### config.mk
export PLATFORM = sky130hd
export DESIGN_NAME = ftt_timer
export DESIGN_NICKNAME = d
export VERILOG_FILES = /design/src/rtl/ftt_pkg.sv /design/src/rtl/ftt_timer.sv
export SDC_FILE = /design/constraint.sdc
export NUM_CORES = 1
export LEC_CHECK = 0
export BUFFER_PORTS_ARGS = -buffer_cell sky130_fd_sc_hd__buf_2
export CORE_MARGIN = 10
export CORE_UTILIZATION = 25
export DETAILED_ROUTE_END_ITERATION = 12
export GPL_TIMING_DRIVEN = 0
export SYNTH_ARGS = -nofsm -noshare
export SYNTH_HDL_FRONTEND = slang
export SYNTH_SLANG_ARGS = --single-unit
### constraint.sdc
create_clock -name clk -period 3.35 [get_ports clk]
set_input_delay 0.67 -clock clk [delete_from_list [all_inputs] [get_ports clk]]
set_output_delay 0.67 -clock clk [all_outputs]
set_load 0.05 [all_outputs]
### src/rtl/ftt_pkg.sv
package ftt_pkg;
   localparam int ADDR_W = 8;
   localparam int DATA_W = 8;
   localparam int COUNT_W = 16;
   localparam int IRQ_W = 3;

   // Register offsets
   localparam logic [ADDR_W-1:0] ADDR_T2_COUNT_LOW = 8'h1D;
   localparam logic [ADDR_W-1:0] ADDR_CONTROL = 8'h1E;
   localparam logic [ADDR_W-1:0] ADDR_RELOAD_HIGH = 8'h1F;
   localparam logic [ADDR_W-1:0] ADDR_RELOAD_LOW = 8'h20;
   localparam logic [ADDR_W-1:0] ADDR_COUNT_HIGH = 8'h21;
   localparam logic [ADDR_W-1:0] ADDR_COUNT_LOW = 8'h22;
   localparam logic [ADDR_W-1:0] ADDR_IRQ_STATUS = 8'h30;
   localparam logic [ADDR_W-1:0] ADDR_IRQ_MASK = 8'h31;
   localparam logic [ADDR_W-1:0] ADDR_RUN_STATE = 8'h32;

   // Control field layout
   localparam int CTRL_STOP_RX_BIT = 7;
   localparam int CTRL_START_LSB = 4;
   localparam int CTRL_AUTO_BIT = 3;
   localparam int CTRL_CLK_LSB = 0;

   // Interrupt status bits
   localparam int IRQ_UNDERFLOW_BIT = 0;
   localparam int IRQ_RX_STOP_BIT = 1;
   localparam int IRQ_TRIM_DONE_BIT = 2;

   // Run state readback bits
   localparam int RUN_BIT = 0;
   localparam int ARMED_BIT = 1;

   localparam logic [DATA_W-1:0] RDATA_NONE = 8'h00;
   localparam logic [COUNT_W-1:0] COUNT_ZERO = 16'h0000;
   localparam logic [COUNT_W-1:0] COUNT_ONE = 16'h0001;

   // Start modes
   typedef enum logic [1:0] {
      START_NONE = 2'h0,
      START_AFTER_TX = 2'h1,
      START_TRIM_NO_UF = 2'h2,
      START_TRIM_UF = 2'h3
   } ftt_start_t;

   // Counting clock sources
   typedef enum logic [1:0] {
      CLK_CARRIER = 2'h0,
      CLK_SUBCARRIER = 2'h1,
      CLK_TIMER0 = 2'h2,
      CLK_TIMER1 = 2'h3
   } ftt_clk_sel_t;

   typedef enum logic [1:0] {
      ST_IDLE = 2'h0,
      ST_ARMED = 2'h1,
      ST_RUN = 2'h3
   } ftt_state_t;

   // Clock rates and derived dividers
   localparam longint CLK_HZ = 50000000;
   localparam longint CARRIER_HZ = 13560000;
   localparam int ACC_W = 32;
   localparam logic [ACC_W-1:0] CARRIER_STEP = ACC_W'((CARRIER_HZ << ACC_W) / CLK_HZ);
   localparam int SUB_DIV_W = 6;
   localparam logic [SUB_DIV_W-1:0] SUB_DIV_LAST = 6'h3F;
endpackage

### src/rtl/ftt_timer.sv
`timescale 1ns/10ps
module ftt_timer (
   input wire logic clk,
   input wire logic rstn,
   input wire logic [ftt_pkg::ADDR_W-1:0] reg_addr,
   input wire logic [ftt_pkg::DATA_W-1:0] reg_wdata,
   input wire logic reg_wr,
   input wire logic reg_rd,
   output logic [ftt_pkg::DATA_W-1:0] reg_rdata,
   input wire logic tx_end,
   input wire logic rx_first_nibble,
   input wire logic timer0_underflow,
   input wire logic timer1_underflow,
   input wire logic lfo_rise,
   input wire logic start_now,
   input wire logic stop_now,
   input wire logic [ftt_pkg::COUNT_W-1:0] second_timer_count,
   output logic timer_underflow_request,
   output logic timer_running,
   output logic irq
);
   import ftt_pkg::*;

   logic rst_meta;
   logic rst_n;
   logic stop_on_receive;
   ftt_start_t start_mode_select;
   logic auto_reload_enable;
   ftt_clk_sel_t count_clock_select;
   logic [DATA_W-1:0] reload_high_byte;
   logic [DATA_W-1:0] reload_low_byte;
   logic [COUNT_W-1:0] reload_word;
   logic [COUNT_W-1:0] count;
   logic [COUNT_W-1:0] next_count;
   ftt_state_t state;
   ftt_state_t next_state;
   logic [ACC_W-1:0] carrier_acc;
   logic carrier_tick;
   logic [SUB_DIV_W-1:0] sub_cnt;
   logic sub_tick;
   logic tick;
   logic trim_mode;
   logic trim_edge;
   logic rx_halt;
   logic underflow_evt;
   logic trim_done_evt;
   logic [IRQ_W-1:0] irq_status;
   logic [IRQ_W-1:0] irq_mask;
   logic [IRQ_W-1:0] irq_events;
   logic [IRQ_W-1:0] irq_clear;
   logic quiet;

   ////////////////////////////////////////////////////////////////////////////
   // Reset release
   always_ff @(posedge clk or negedge rstn) begin
      if (!rstn) begin
         rst_meta <= 1'b0;
         rst_n <= 1'b0;
      end else begin
         rst_meta <= 1'b1;
         rst_n <= rst_meta;
      end
   end

   ////////////////////////////////////////////////////////////////////////////
   // Control and reload registers
   always_ff @(posedge clk or negedge rst_n) begin
      if (!rst_n) begin
         stop_on_receive <= 1'b0;
         start_mode_select <= START_NONE;
         auto_reload_enable <= 1'b0;
         count_clock_select <= CLK_CARRIER;
      end else if (reg_wr && reg_addr == ADDR_CONTROL) begin
         stop_on_receive <= reg_wdata[CTRL_STOP_RX_BIT];
         start_mode_select <= ftt_start_t'(reg_wdata[CTRL_START_LSB +: 2]);
         auto_reload_enable <= reg_wdata[CTRL_AUTO_BIT];
         count_clock_select <= ftt_clk_sel_t'(reg_wdata[CTRL_CLK_LSB +: 2]);
      end
   end

   always_ff @(posedge clk or negedge rst_n) begin
      if (!rst_n) begin
         reload_high_byte <= '0;
         reload_low_byte <= '0;
      end else if (reg_wr) begin
         if (reg_addr == ADDR_RELOAD_HIGH) begin
            reload_high_byte <= reg_wdata;
         end
         if (reg_addr == ADDR_RELOAD_LOW) begin
            reload_low_byte <= reg_wdata;
         end
      end
   end

   assign reload_word = {reload_high_byte, reload_low_byte};

   ////////////////////////////////////////////////////////////////////////////
   // Counting clock enables
   always_ff @(posedge clk or negedge rst_n) begin
      if (!rst_n) begin
         carrier_acc <= '0;
         carrier_tick <= 1'b0;
      end else begin
         {carrier_tick, carrier_acc} <= {1'b0, carrier_acc} + {1'b0, CARRIER_STEP};
      end
   end

   always_ff @(posedge clk or negedge rst_n) begin
      if (!rst_n) begin
         sub_cnt <= '0;
         sub_tick <= 1'b0;
      end else begin
         sub_tick <= carrier_tick && sub_cnt == SUB_DIV_LAST;
         if (carrier_tick) begin
            sub_cnt <= sub_cnt + 6'h01;
         end
      end
   end

   always_comb begin
      unique case (count_clock_select)
         CLK_CARRIER: tick = carrier_tick;
         CLK_SUBCARRIER: tick = sub_tick;
         CLK_TIMER0: tick = timer0_underflow;
         CLK_TIMER1: tick = timer1_underflow;
      endcase
   end

   ////////////////////////////////////////////////////////////////////////////
   // Counter sequencing
   assign trim_mode = start_mode_select[1];
   assign trim_edge = trim_mode && lfo_rise;
   assign rx_halt = stop_on_receive && !trim_mode && rx_first_nibble && state == ST_RUN;
   assign quiet = !stop_now && !rx_halt && !trim_edge && !start_now;

   always_comb begin
      next_state = state;
      next_count = count;
      underflow_evt = 1'b0;
      trim_done_evt = 1'b0;
      if (stop_now || rx_halt) begin
         next_state = ST_IDLE;
      end else begin
         unique case (state)
            ST_IDLE: begin
               if (start_now && trim_mode) begin
                  next_state = ST_ARMED;
               end else if (start_now || (start_mode_select == START_AFTER_TX && tx_end)) begin
                  next_state = ST_RUN;
                  next_count = reload_word;
               end
            end
            ST_ARMED: begin
               if (!trim_mode) begin
                  next_state = ST_IDLE;
               end else if (trim_edge) begin
                  next_state = ST_RUN;
                  next_count = reload_word;
               end
            end
            ST_RUN: begin
               if (trim_edge) begin
                  next_state = ST_IDLE;
                  trim_done_evt = 1'b1;
               end else if (tick) begin
                  if (count != COUNT_ZERO) begin
                     next_count = count - COUNT_ONE;
                  end else if (start_mode_select != START_TRIM_NO_UF) begin
                     underflow_evt = 1'b1;
                     if (auto_reload_enable) begin
                        next_count = reload_word;
                     end else begin
                        next_state = ST_IDLE;
                     end
                  end
               end
            end
            default: next_state = ST_IDLE;
         endcase
      end
   end

   always_ff @(posedge clk or negedge rst_n) begin
      if (!rst_n) begin
         state <= ST_IDLE;
         count <= COUNT_ZERO;
      end else begin
         state <= next_state;
         count <= next_count;
      end
   end

   always_ff @(posedge clk or negedge rst_n) begin
      if (!rst_n) begin
         timer_underflow_request <= 1'b0;
         timer_running <= 1'b0;
      end else begin
         timer_underflow_request <= underflow_evt;
         timer_running <= next_state == ST_RUN;
      end
   end

   ////////////////////////////////////////////////////////////////////////////
   // Interrupt status, mask and output
   always_comb begin
      irq_events = '0;
      irq_events[IRQ_UNDERFLOW_BIT] = underflow_evt;
      irq_events[IRQ_RX_STOP_BIT] = rx_halt;
      irq_events[IRQ_TRIM_DONE_BIT] = trim_done_evt;
      irq_clear = '0;
      if (reg_wr && reg_addr == ADDR_IRQ_STATUS) begin
         irq_clear = reg_wdata[IRQ_W-1:0];
      end
   end

   always_ff @(posedge clk or negedge rst_n) begin
      if (!rst_n) begin
         irq_status <= '0;
      end else begin
         irq_status <= (irq_status & ~irq_clear) | irq_events;
      end
   end

   always_ff @(posedge clk or negedge rst_n) begin
      if (!rst_n) begin
         irq_mask <= '0;
      end else if (reg_wr && reg_addr == ADDR_IRQ_MASK) begin
         irq_mask <= reg_wdata[IRQ_W-1:0];
      end
   end

   always_ff @(posedge clk or negedge rst_n) begin
      if (!rst_n) begin
         irq <= 1'b0;
      end else begin
         irq <= |(irq_status & irq_mask);
      end
   end

   ////////////////////////////////////////////////////////////////////////////
   // Register read
   always_ff @(posedge clk or negedge rst_n) begin
      if (!rst_n) begin
         reg_rdata <= RDATA_NONE;
      end else if (reg_rd) begin
         reg_rdata <= RDATA_NONE;
         case (reg_addr)
            ADDR_CONTROL: begin
               reg_rdata[CTRL_STOP_RX_BIT] <= stop_on_receive;
               reg_rdata[CTRL_START_LSB +: 2] <= start_mode_select;
               reg_rdata[CTRL_AUTO_BIT] <= auto_reload_enable;
               reg_rdata[CTRL_CLK_LSB +: 2] <= count_clock_select;
            end
            ADDR_RELOAD_HIGH: reg_rdata <= reload_high_byte;
            ADDR_RELOAD_LOW: reg_rdata <= reload_low_byte;
            ADDR_COUNT_HIGH: reg_rdata <= count[COUNT_W-1:DATA_W];
            ADDR_COUNT_LOW: reg_rdata <= count[DATA_W-1:0];
            ADDR_T2_COUNT_LOW: reg_rdata <= second_timer_count[DATA_W-1:0];
            ADDR_IRQ_STATUS: reg_rdata[IRQ_W-1:0] <= irq_status;
            ADDR_IRQ_MASK: reg_rdata[IRQ_W-1:0] <= irq_mask;
            ADDR_RUN_STATE: begin
               reg_rdata[RUN_BIT] <= state == ST_RUN;
               reg_rdata[ARMED_BIT] <= state == ST_ARMED;
            end
            default: reg_rdata <= RDATA_NONE;
         endcase
      end else begin
         reg_rdata <= RDATA_NONE;
      end
   end

   ////////////////////////////////////////////////////////////////////////////
   // Checks
   chk_rx_halt_stops: assert property (
      @(posedge clk) disable iff (!rst_n)
      state == ST_RUN && stop_on_receive && !trim_mode && rx_first_nibble
      |=> state == ST_IDLE && !timer_running)
      else $error("receive did not halt timer");

   chk_trim_ignores_rx: assert property (
      @(posedge clk) disable iff (!rst_n)
      state == ST_RUN && trim_mode && rx_first_nibble && !stop_now && !lfo_rise
      && !(tick && count == COUNT_ZERO && !auto_reload_enable)
      |=> state == ST_RUN)
      else $error("trimming run halted by receive");

   chk_auto_start_tx: assert property (
      @(posedge clk) disable iff (!rst_n)
      state == ST_IDLE && start_mode_select == START_AFTER_TX && tx_end && !stop_now
      |=> state == ST_RUN && count == $past(reload_word))
      else $error("no automatic start after transmit");

   chk_no_auto_start: assert property (
      @(posedge clk) disable iff (!rst_n)
      state == ST_IDLE && start_mode_select == START_NONE && !start_now
      |=> state == ST_IDLE)
      else $error("timer started without request");

   chk_trim_window: assert property (
      @(posedge clk) disable iff (!rst_n)
      state == ST_ARMED && trim_edge && !stop_now
      |=> state == ST_RUN ##0 (!lfo_rise && !stop_now)[*2] |=> state == ST_RUN)
      else $error("trimming window not opened on edge");

   chk_reload_zero: assert property (
      @(posedge clk) disable iff (!rst_n)
      state == ST_RUN && quiet && tick && count == COUNT_ZERO && auto_reload_enable
      && start_mode_select != START_TRIM_NO_UF
      |=> state == ST_RUN && count == $past(reload_word) && timer_underflow_request)
      else $error("auto reload failed at zero");

   chk_stop_at_zero: assert property (
      @(posedge clk) disable iff (!rst_n)
      state == ST_RUN && quiet && tick && count == COUNT_ZERO && !auto_reload_enable
      && start_mode_select != START_TRIM_NO_UF
      |=> state == ST_IDLE ##1 !timer_underflow_request)
      else $error("timer did not stop at zero");

   chk_underflow_flag: assert property (
      @(posedge clk) disable iff (!rst_n)
      $rose(timer_underflow_request) |-> irq_status[IRQ_UNDERFLOW_BIT])
      else $error("underflow flag not set");

   chk_count_step: assert property (
      @(posedge clk) disable iff (!rst_n)
      state == ST_RUN && quiet && count != COUNT_ZERO
      |=> count == $past(count) - ($past(tick) ? COUNT_ONE : COUNT_ZERO))
      else $error("count step mismatch");

   chk_count_readback: assert property (
      @(posedge clk) disable iff (!rst_n)
      reg_rd && reg_addr == ADDR_COUNT_HIGH |=> reg_rdata == $past(count[COUNT_W-1:DATA_W]))
      else $error("count high byte readback wrong");

   chk_reserved_zero: assert property (
      @(posedge clk) disable iff (!rst_n)
      reg_rd && reg_addr == ADDR_CONTROL |=> reg_rdata[6] == 1'b0 && reg_rdata[2] == 1'b0)
      else $error("reserved control bits not zero");

   chk_second_low: assert property (
      @(posedge clk) disable iff (!rst_n)
      reg_rd && reg_addr == ADDR_T2_COUNT_LOW
      |=> reg_rdata == $past(second_timer_count[DATA_W-1:0]))
      else $error("second timer low byte wrong");
endmodule

**Word level (Yosys, flattened, before mapping)**

Index checks and enable logic that the tools add are counted.

- Add/subtract/negate cells: 3
- Eq/ne operators: 26
- Mux-type cells: 38
- Bitwise logic cells: 5
- Reduce and logical (&&, ||, !) cells: 21

Operators with widths:

| cell | number |
|---|---|
| two-way mux 16 bit | 9 |
| == test 8 x 6 -> 1 bit, second input constant | 6 |
| one-hot mux 16 bit (3 select lines) | 1 |
| adder 32 x 31 -> 33 bit, second input constant | 1 |
| == test 8 x 5 -> 1 bit, second input constant | 3 |
| two-way mux 2 bit | 10 |
| one-hot mux 2 bit (9 select lines) | 1 |
| one-hot mux 3 bit (6 select lines) | 1 |
| nonzero test 16 bit | 1 |
| subtractor 16 x 1 -> 16 bit, second input constant | 1 |
| inequality test 2 bit, second input constant | 7 |
| logical AND 1 bit | 10 |
| AND reduction 10 bit | 1 |
| two-way mux 1 bit | 9 |
| == test 2 bit, second input constant | 4 |
| two-way mux 8 bit | 1 |
| one-hot mux 1 bit (7 select lines) | 1 |
| adder 6 x 1 -> 6 bit, second input constant | 1 |
| bitwise AND 3 bit | 2 |
| == test 2 x 1 -> 1 bit, second input constant | 3 |
| == test 6 bit, second input constant | 1 |
| inequality test 3 bit, second input constant | 2 |
| one-hot mux 1 bit (6 select lines) | 1 |
| one-hot mux 2 bit (3 select lines) | 1 |
| 12 further kinds | 15 |

- Bits in registers: 99
- Bits of input ports: 43
- Output and inout port bits: 11
- Logic and storage cells: 113

**Longest topological paths before layout**

- Depth after elaboration: 8
- Mapped depth: 9
- Gate-level depth less buffers: 7

**Worst setup path after synthesis**

Ideal clock, no wire load.

- Kind: register to register
- From: reg count[0]
- To: reg count[1]
- Library setup time: 0.125 ns
- Arrival time: 2.083 ns
- Data required time: 3.225 ns
- Slack: 1.142 ns
- Stages on the path, launching flop included: 9
- Path buffers: 1
- Period minus slack after synthesis: 2.208 ns
- Cell sequence: dfrtp_1 > inv_1 > ha_1 > or4b_1 > nor4_4 > a211oi_2 > and2_4 > buf_6 > mux2_4

- Word-level cells in the longest chain between the ends: 5
- Elaborated cells between the ends (all ways): 9
- Those cells by class: add/sub (1); eq/ne (2); mux (4); reduce/logical (2)

Ends and longest elaborated chain:

| item | RTL line | text |
|---|---|---|
| start: declaration | ftt_timer.sv:33 | `logic [COUNT_W-1:0] count;` |
| start signal: assignment | ftt_timer.sv:189 | `count <= next_count;` |
| subtractor 16 x 1 -> 16 bit or nonzero test 16 bit (tied branches) | ftt_timer.sv:167, ftt_timer.sv:166 |  |
| two-way mux 16 bit | ftt_timer.sv:166 | `if (count != COUNT_ZERO) begin` |
| two-way mux 16 bit | ftt_timer.sv:165 | `end else if (tick) begin` |
| two-way mux 16 bit | ftt_timer.sv:162 | `if (trim_edge) begin` |
| one-hot mux 16 bit (3 select lines) | ftt_timer.sv:144 | `unique case (state)` |

Parallel ways exist; a longest one is shown, timed or not. The select of a mux whose other input is x is not followed.
A chain may end at the register's enable or synchronous reset.

**Worst setup path after layout**

Same ends and word-level chain as after synthesis.

==> results.yml <==
run_status:
  outcome: "complete, no violations"
drt:
  wl_per_cell_um: 15.9
  routed_wl_um: 13400
  via_per_inst: 5.04
  drt-pass1-iter-count: 5
  dr.first_iter.drc_count: 420
  drc: 0
  vias: 4228
  drtAntennaViolNets: 0
timing:
  drv_slew: 0
  timing.fmax_ghz: 0.387
  worst_pin_slew_ps: 779
  finalClockSkew_ps: 7.79
  finalHoldViolCount: 0
  setup_viol: 0
  post-route-period-util_pct: 77.0
  rsz0062_at_grt: "no"
  slew_headroom_pct: 47.6
  finalCriticalPeriod_ps: 2580
clock_tree:
  ctsHoldBuffers: 0
  cts_setup_buffers: 0
  post_cts_resize_count: 0
  cts_tree: "built"
  clk_latency_ps: 340
  clkTransAtPathRegs_ps: 70
  cts_made_buffers: 9
  root_buffer: "clkbuf_16"
  cts.sink_count: 98
  cts_max_path_buffers: 2
  htree_num_levels: 3
cells_and_area:
  mostFrequentLayoutCell: "dfrtp_1"
  final_cells: 839
  seqCellArea_sq_um: 2460
  final_area_sq_um: 6100
  multi_input_area_sq_um: 2610
  fillerInstances: 2146
  diodes: 0
  syn_to_final_growth_pct: 16.8
  drive_above_1_share_pct: 18.8
  layout_common_cells: "dfrtp_1 (97), buf_2 (45), nand2_1 (37), o21ai_0 (27), mux2_2 (26)"
  nets: 611
worst_setup_path:
  critPathKind: "register to register"
  crit_slowest_cell: "or4b_1"
  worst-endpoint-arrival_ps: 2810
  crit_path_cell_trace: "inv_1 > ha_1 > or4b_1 > o41ai_4 > buf_2 > o21ai_1 > mux2_4"
  startpoint_type: "register"
  cp.required_ps: 3580
  path_max_fanout: 10
  end_kind: "register"
  slowest_delay_ps: 550
synthesis:
  synth_cells: 509
  synth_fa_ha_area_share_pct: 0.958
  ys_seq_elements: 98
  synth_top_family_by_area: "compound AO/OA/AOI/OAI gates"
  syn-cell-area_sq_um: 5230
  synth_seq_area_share_pct: 46.9
  muxShareOfSynthArea_pct: 9.05
  synthArstFlopShare_pct: 100
  synthXorXnorAreaFrac_pct: 4.36
  synth_flop_cell: "dfrtp_1"
  synth-simple-area-share_pct: 17.1
  yosysUniqueCellTypes: 70
  yosysWarnings: 0
  syn-num-nets: 556
  synth.avg_cell_area_sq_um: 10.3
  synth_edf_count: 0
  synth_compound_area_share_pct: 18.3
power_and_ir_drop:
  power_density_nw_per_um2: 467
  p_leak_nw: 2.58
  vdd_ir_drop_max_mv: 0.254
global_route:
  grt_pass1_wl_um: 21800
  grt_max_degree: 61
  antenna_found_initial: 1
  grt_pass1_vias: 3925
  track_usage_pct: 9.87
  grt_overflow: 0
placed_design:
  dpl.hpwl_um: 10000
  place_congestion: 0.937
  placed_area_sq_um: 5810
  dp.cells: 823
  port_buffers: 43
min_path:
  hold_class: "input pin to asynchronous set/reset pin"
floorplan:
  ios: 54
  start_util_pct: 25.6
  fp.dieH_um: 165
  die_width_um: 165
  dieArea_sq_um: 27100
  core-area_sq_um: 20400
  floorplan.rows: 52
job:
  maxCapViolCount: 0
-- power by group --
group | switching, mW | total, mW | internal (mW) | leakage (nW)
Combinational | 0.275 | 0.441 | 0.166 | 1.16
Clock | 0.451 | 1.03 | 0.581 | 0.143
Sequential | 0.116 | 1.38 | 1.26 | 1.27
-- kinds of logic after synthesis --
| logic type | after synthesis |
|---|---|
| AND/OR/NAND/NOR | 163 |
| AO/OA/AOI/OAI | 140 |
| flip-flops | 98 |
| multiplexers | 41 |
| buffers and inverters | 36 |
| XOR/XNOR | 26 |
| adder cells (fa/ha/maj) | 4 |
| other | 1 |
-- through the flow --
stage / setup slack [ps] / utilization [%] / power [mW] / setup TNS (ps) / hold slack [ps]
2_1_floorplan: 418 / - / 1.67 / 0 / 331
3_5_place_dp: 447 / 28.4 / 1.83 / 0 / 333
5_1_grt: 626 / 29.9 / 2.99 / 0 / 90.6
4_1_cts: 802 / 29.9 / 2.87 / 0 / 85.6
6_report: 769 / 29.9 / 2.85 / 0 / 101
3_3_place_gp: -816 / 28.3 / 1.82 / -77410 / 336
-- final timing paths --
path / startpoint / endpoint / slack, ps / cells past startpoint
max: count[0] / count[1] / 770 / 7
min: rstn / rst_n / 100 / 1
max reg2reg: count[0] / count[1] / 770 / 7
min reg2reg: rst_n / count[7] / 320 / 0
max in group asynchronous: rst_n / sub_cnt[5] / 2370 / 1
min in group clk: rst_meta / rst_n / 350 / 0
-- cell usage after synthesis (10+ instances only) --
cell type / number / area share [%]
a21oi_1: 23 / 2.2
a31oi_1: 14 / 1.7
clkbuf_1: 17 / 1.2
dfrtp_1: 98 / 47
inv_1: 10 / 0.72
mux2_2: 26 / 5.6
mux2i_1: 12 / 2.3
nand2_1: 37 / 2.7
nand3_1: 18 / 1.7
nand4_1: 13 / 1.6
nor2_1: 25 / 1.8
o21ai_0: 27 / 2.6
xnor2_1: 13 / 2.2
xor2_1: 13 / 2.2
-- state kept, by name (all words and copies together), names as in the netlist, 2 cells and up --
signal / flops
carrier_acc: 31
count: 16
count_clock_select: 2
irq_mask: 3
irq_status: 3
reg_rdata: 8
reload_high_byte: 8
reload_low_byte: 8
start_mode_select: 2
state: 2
sub_cnt: 6
-- final cells by class --
| class | count | share of cell area, % |
|---|---|---|
| buffer | 26 | 2.13 |
| clock buffer | 10 | 3.75 |
| clock inverter | 6 | 1.07 |
| inverter | 10 | 0.615 |
| multi-input combinational | 375 | 42.7 |
| sequential | 98 | 40.2 |
| tap | 270 | 5.54 |
| timing repair buffer | 44 | 3.98 |
-- layer usage --
layer	vias to the layer above	GRT usage [%]	share of wire [%]
met1	2065	13.7	46
li1	2006	-	-
met3	17	2.36	7.2
met2	138	15.0	45
met5	-	0	0.097
met4	2	2.46	1.2
-- critical path, delay by kind of cell, from the launching register on --
kind | cells | cell delay [ps]
DFF | 1 | 450
adders and majority gates | 1 | 150
and+or+nand+nor | 1 | 550
muxes | 1 | 260
AOI/OAI and AO/OA | 2 | 570
buffers and inverters | 2 | 470
(Power assumes the default switching activity.)
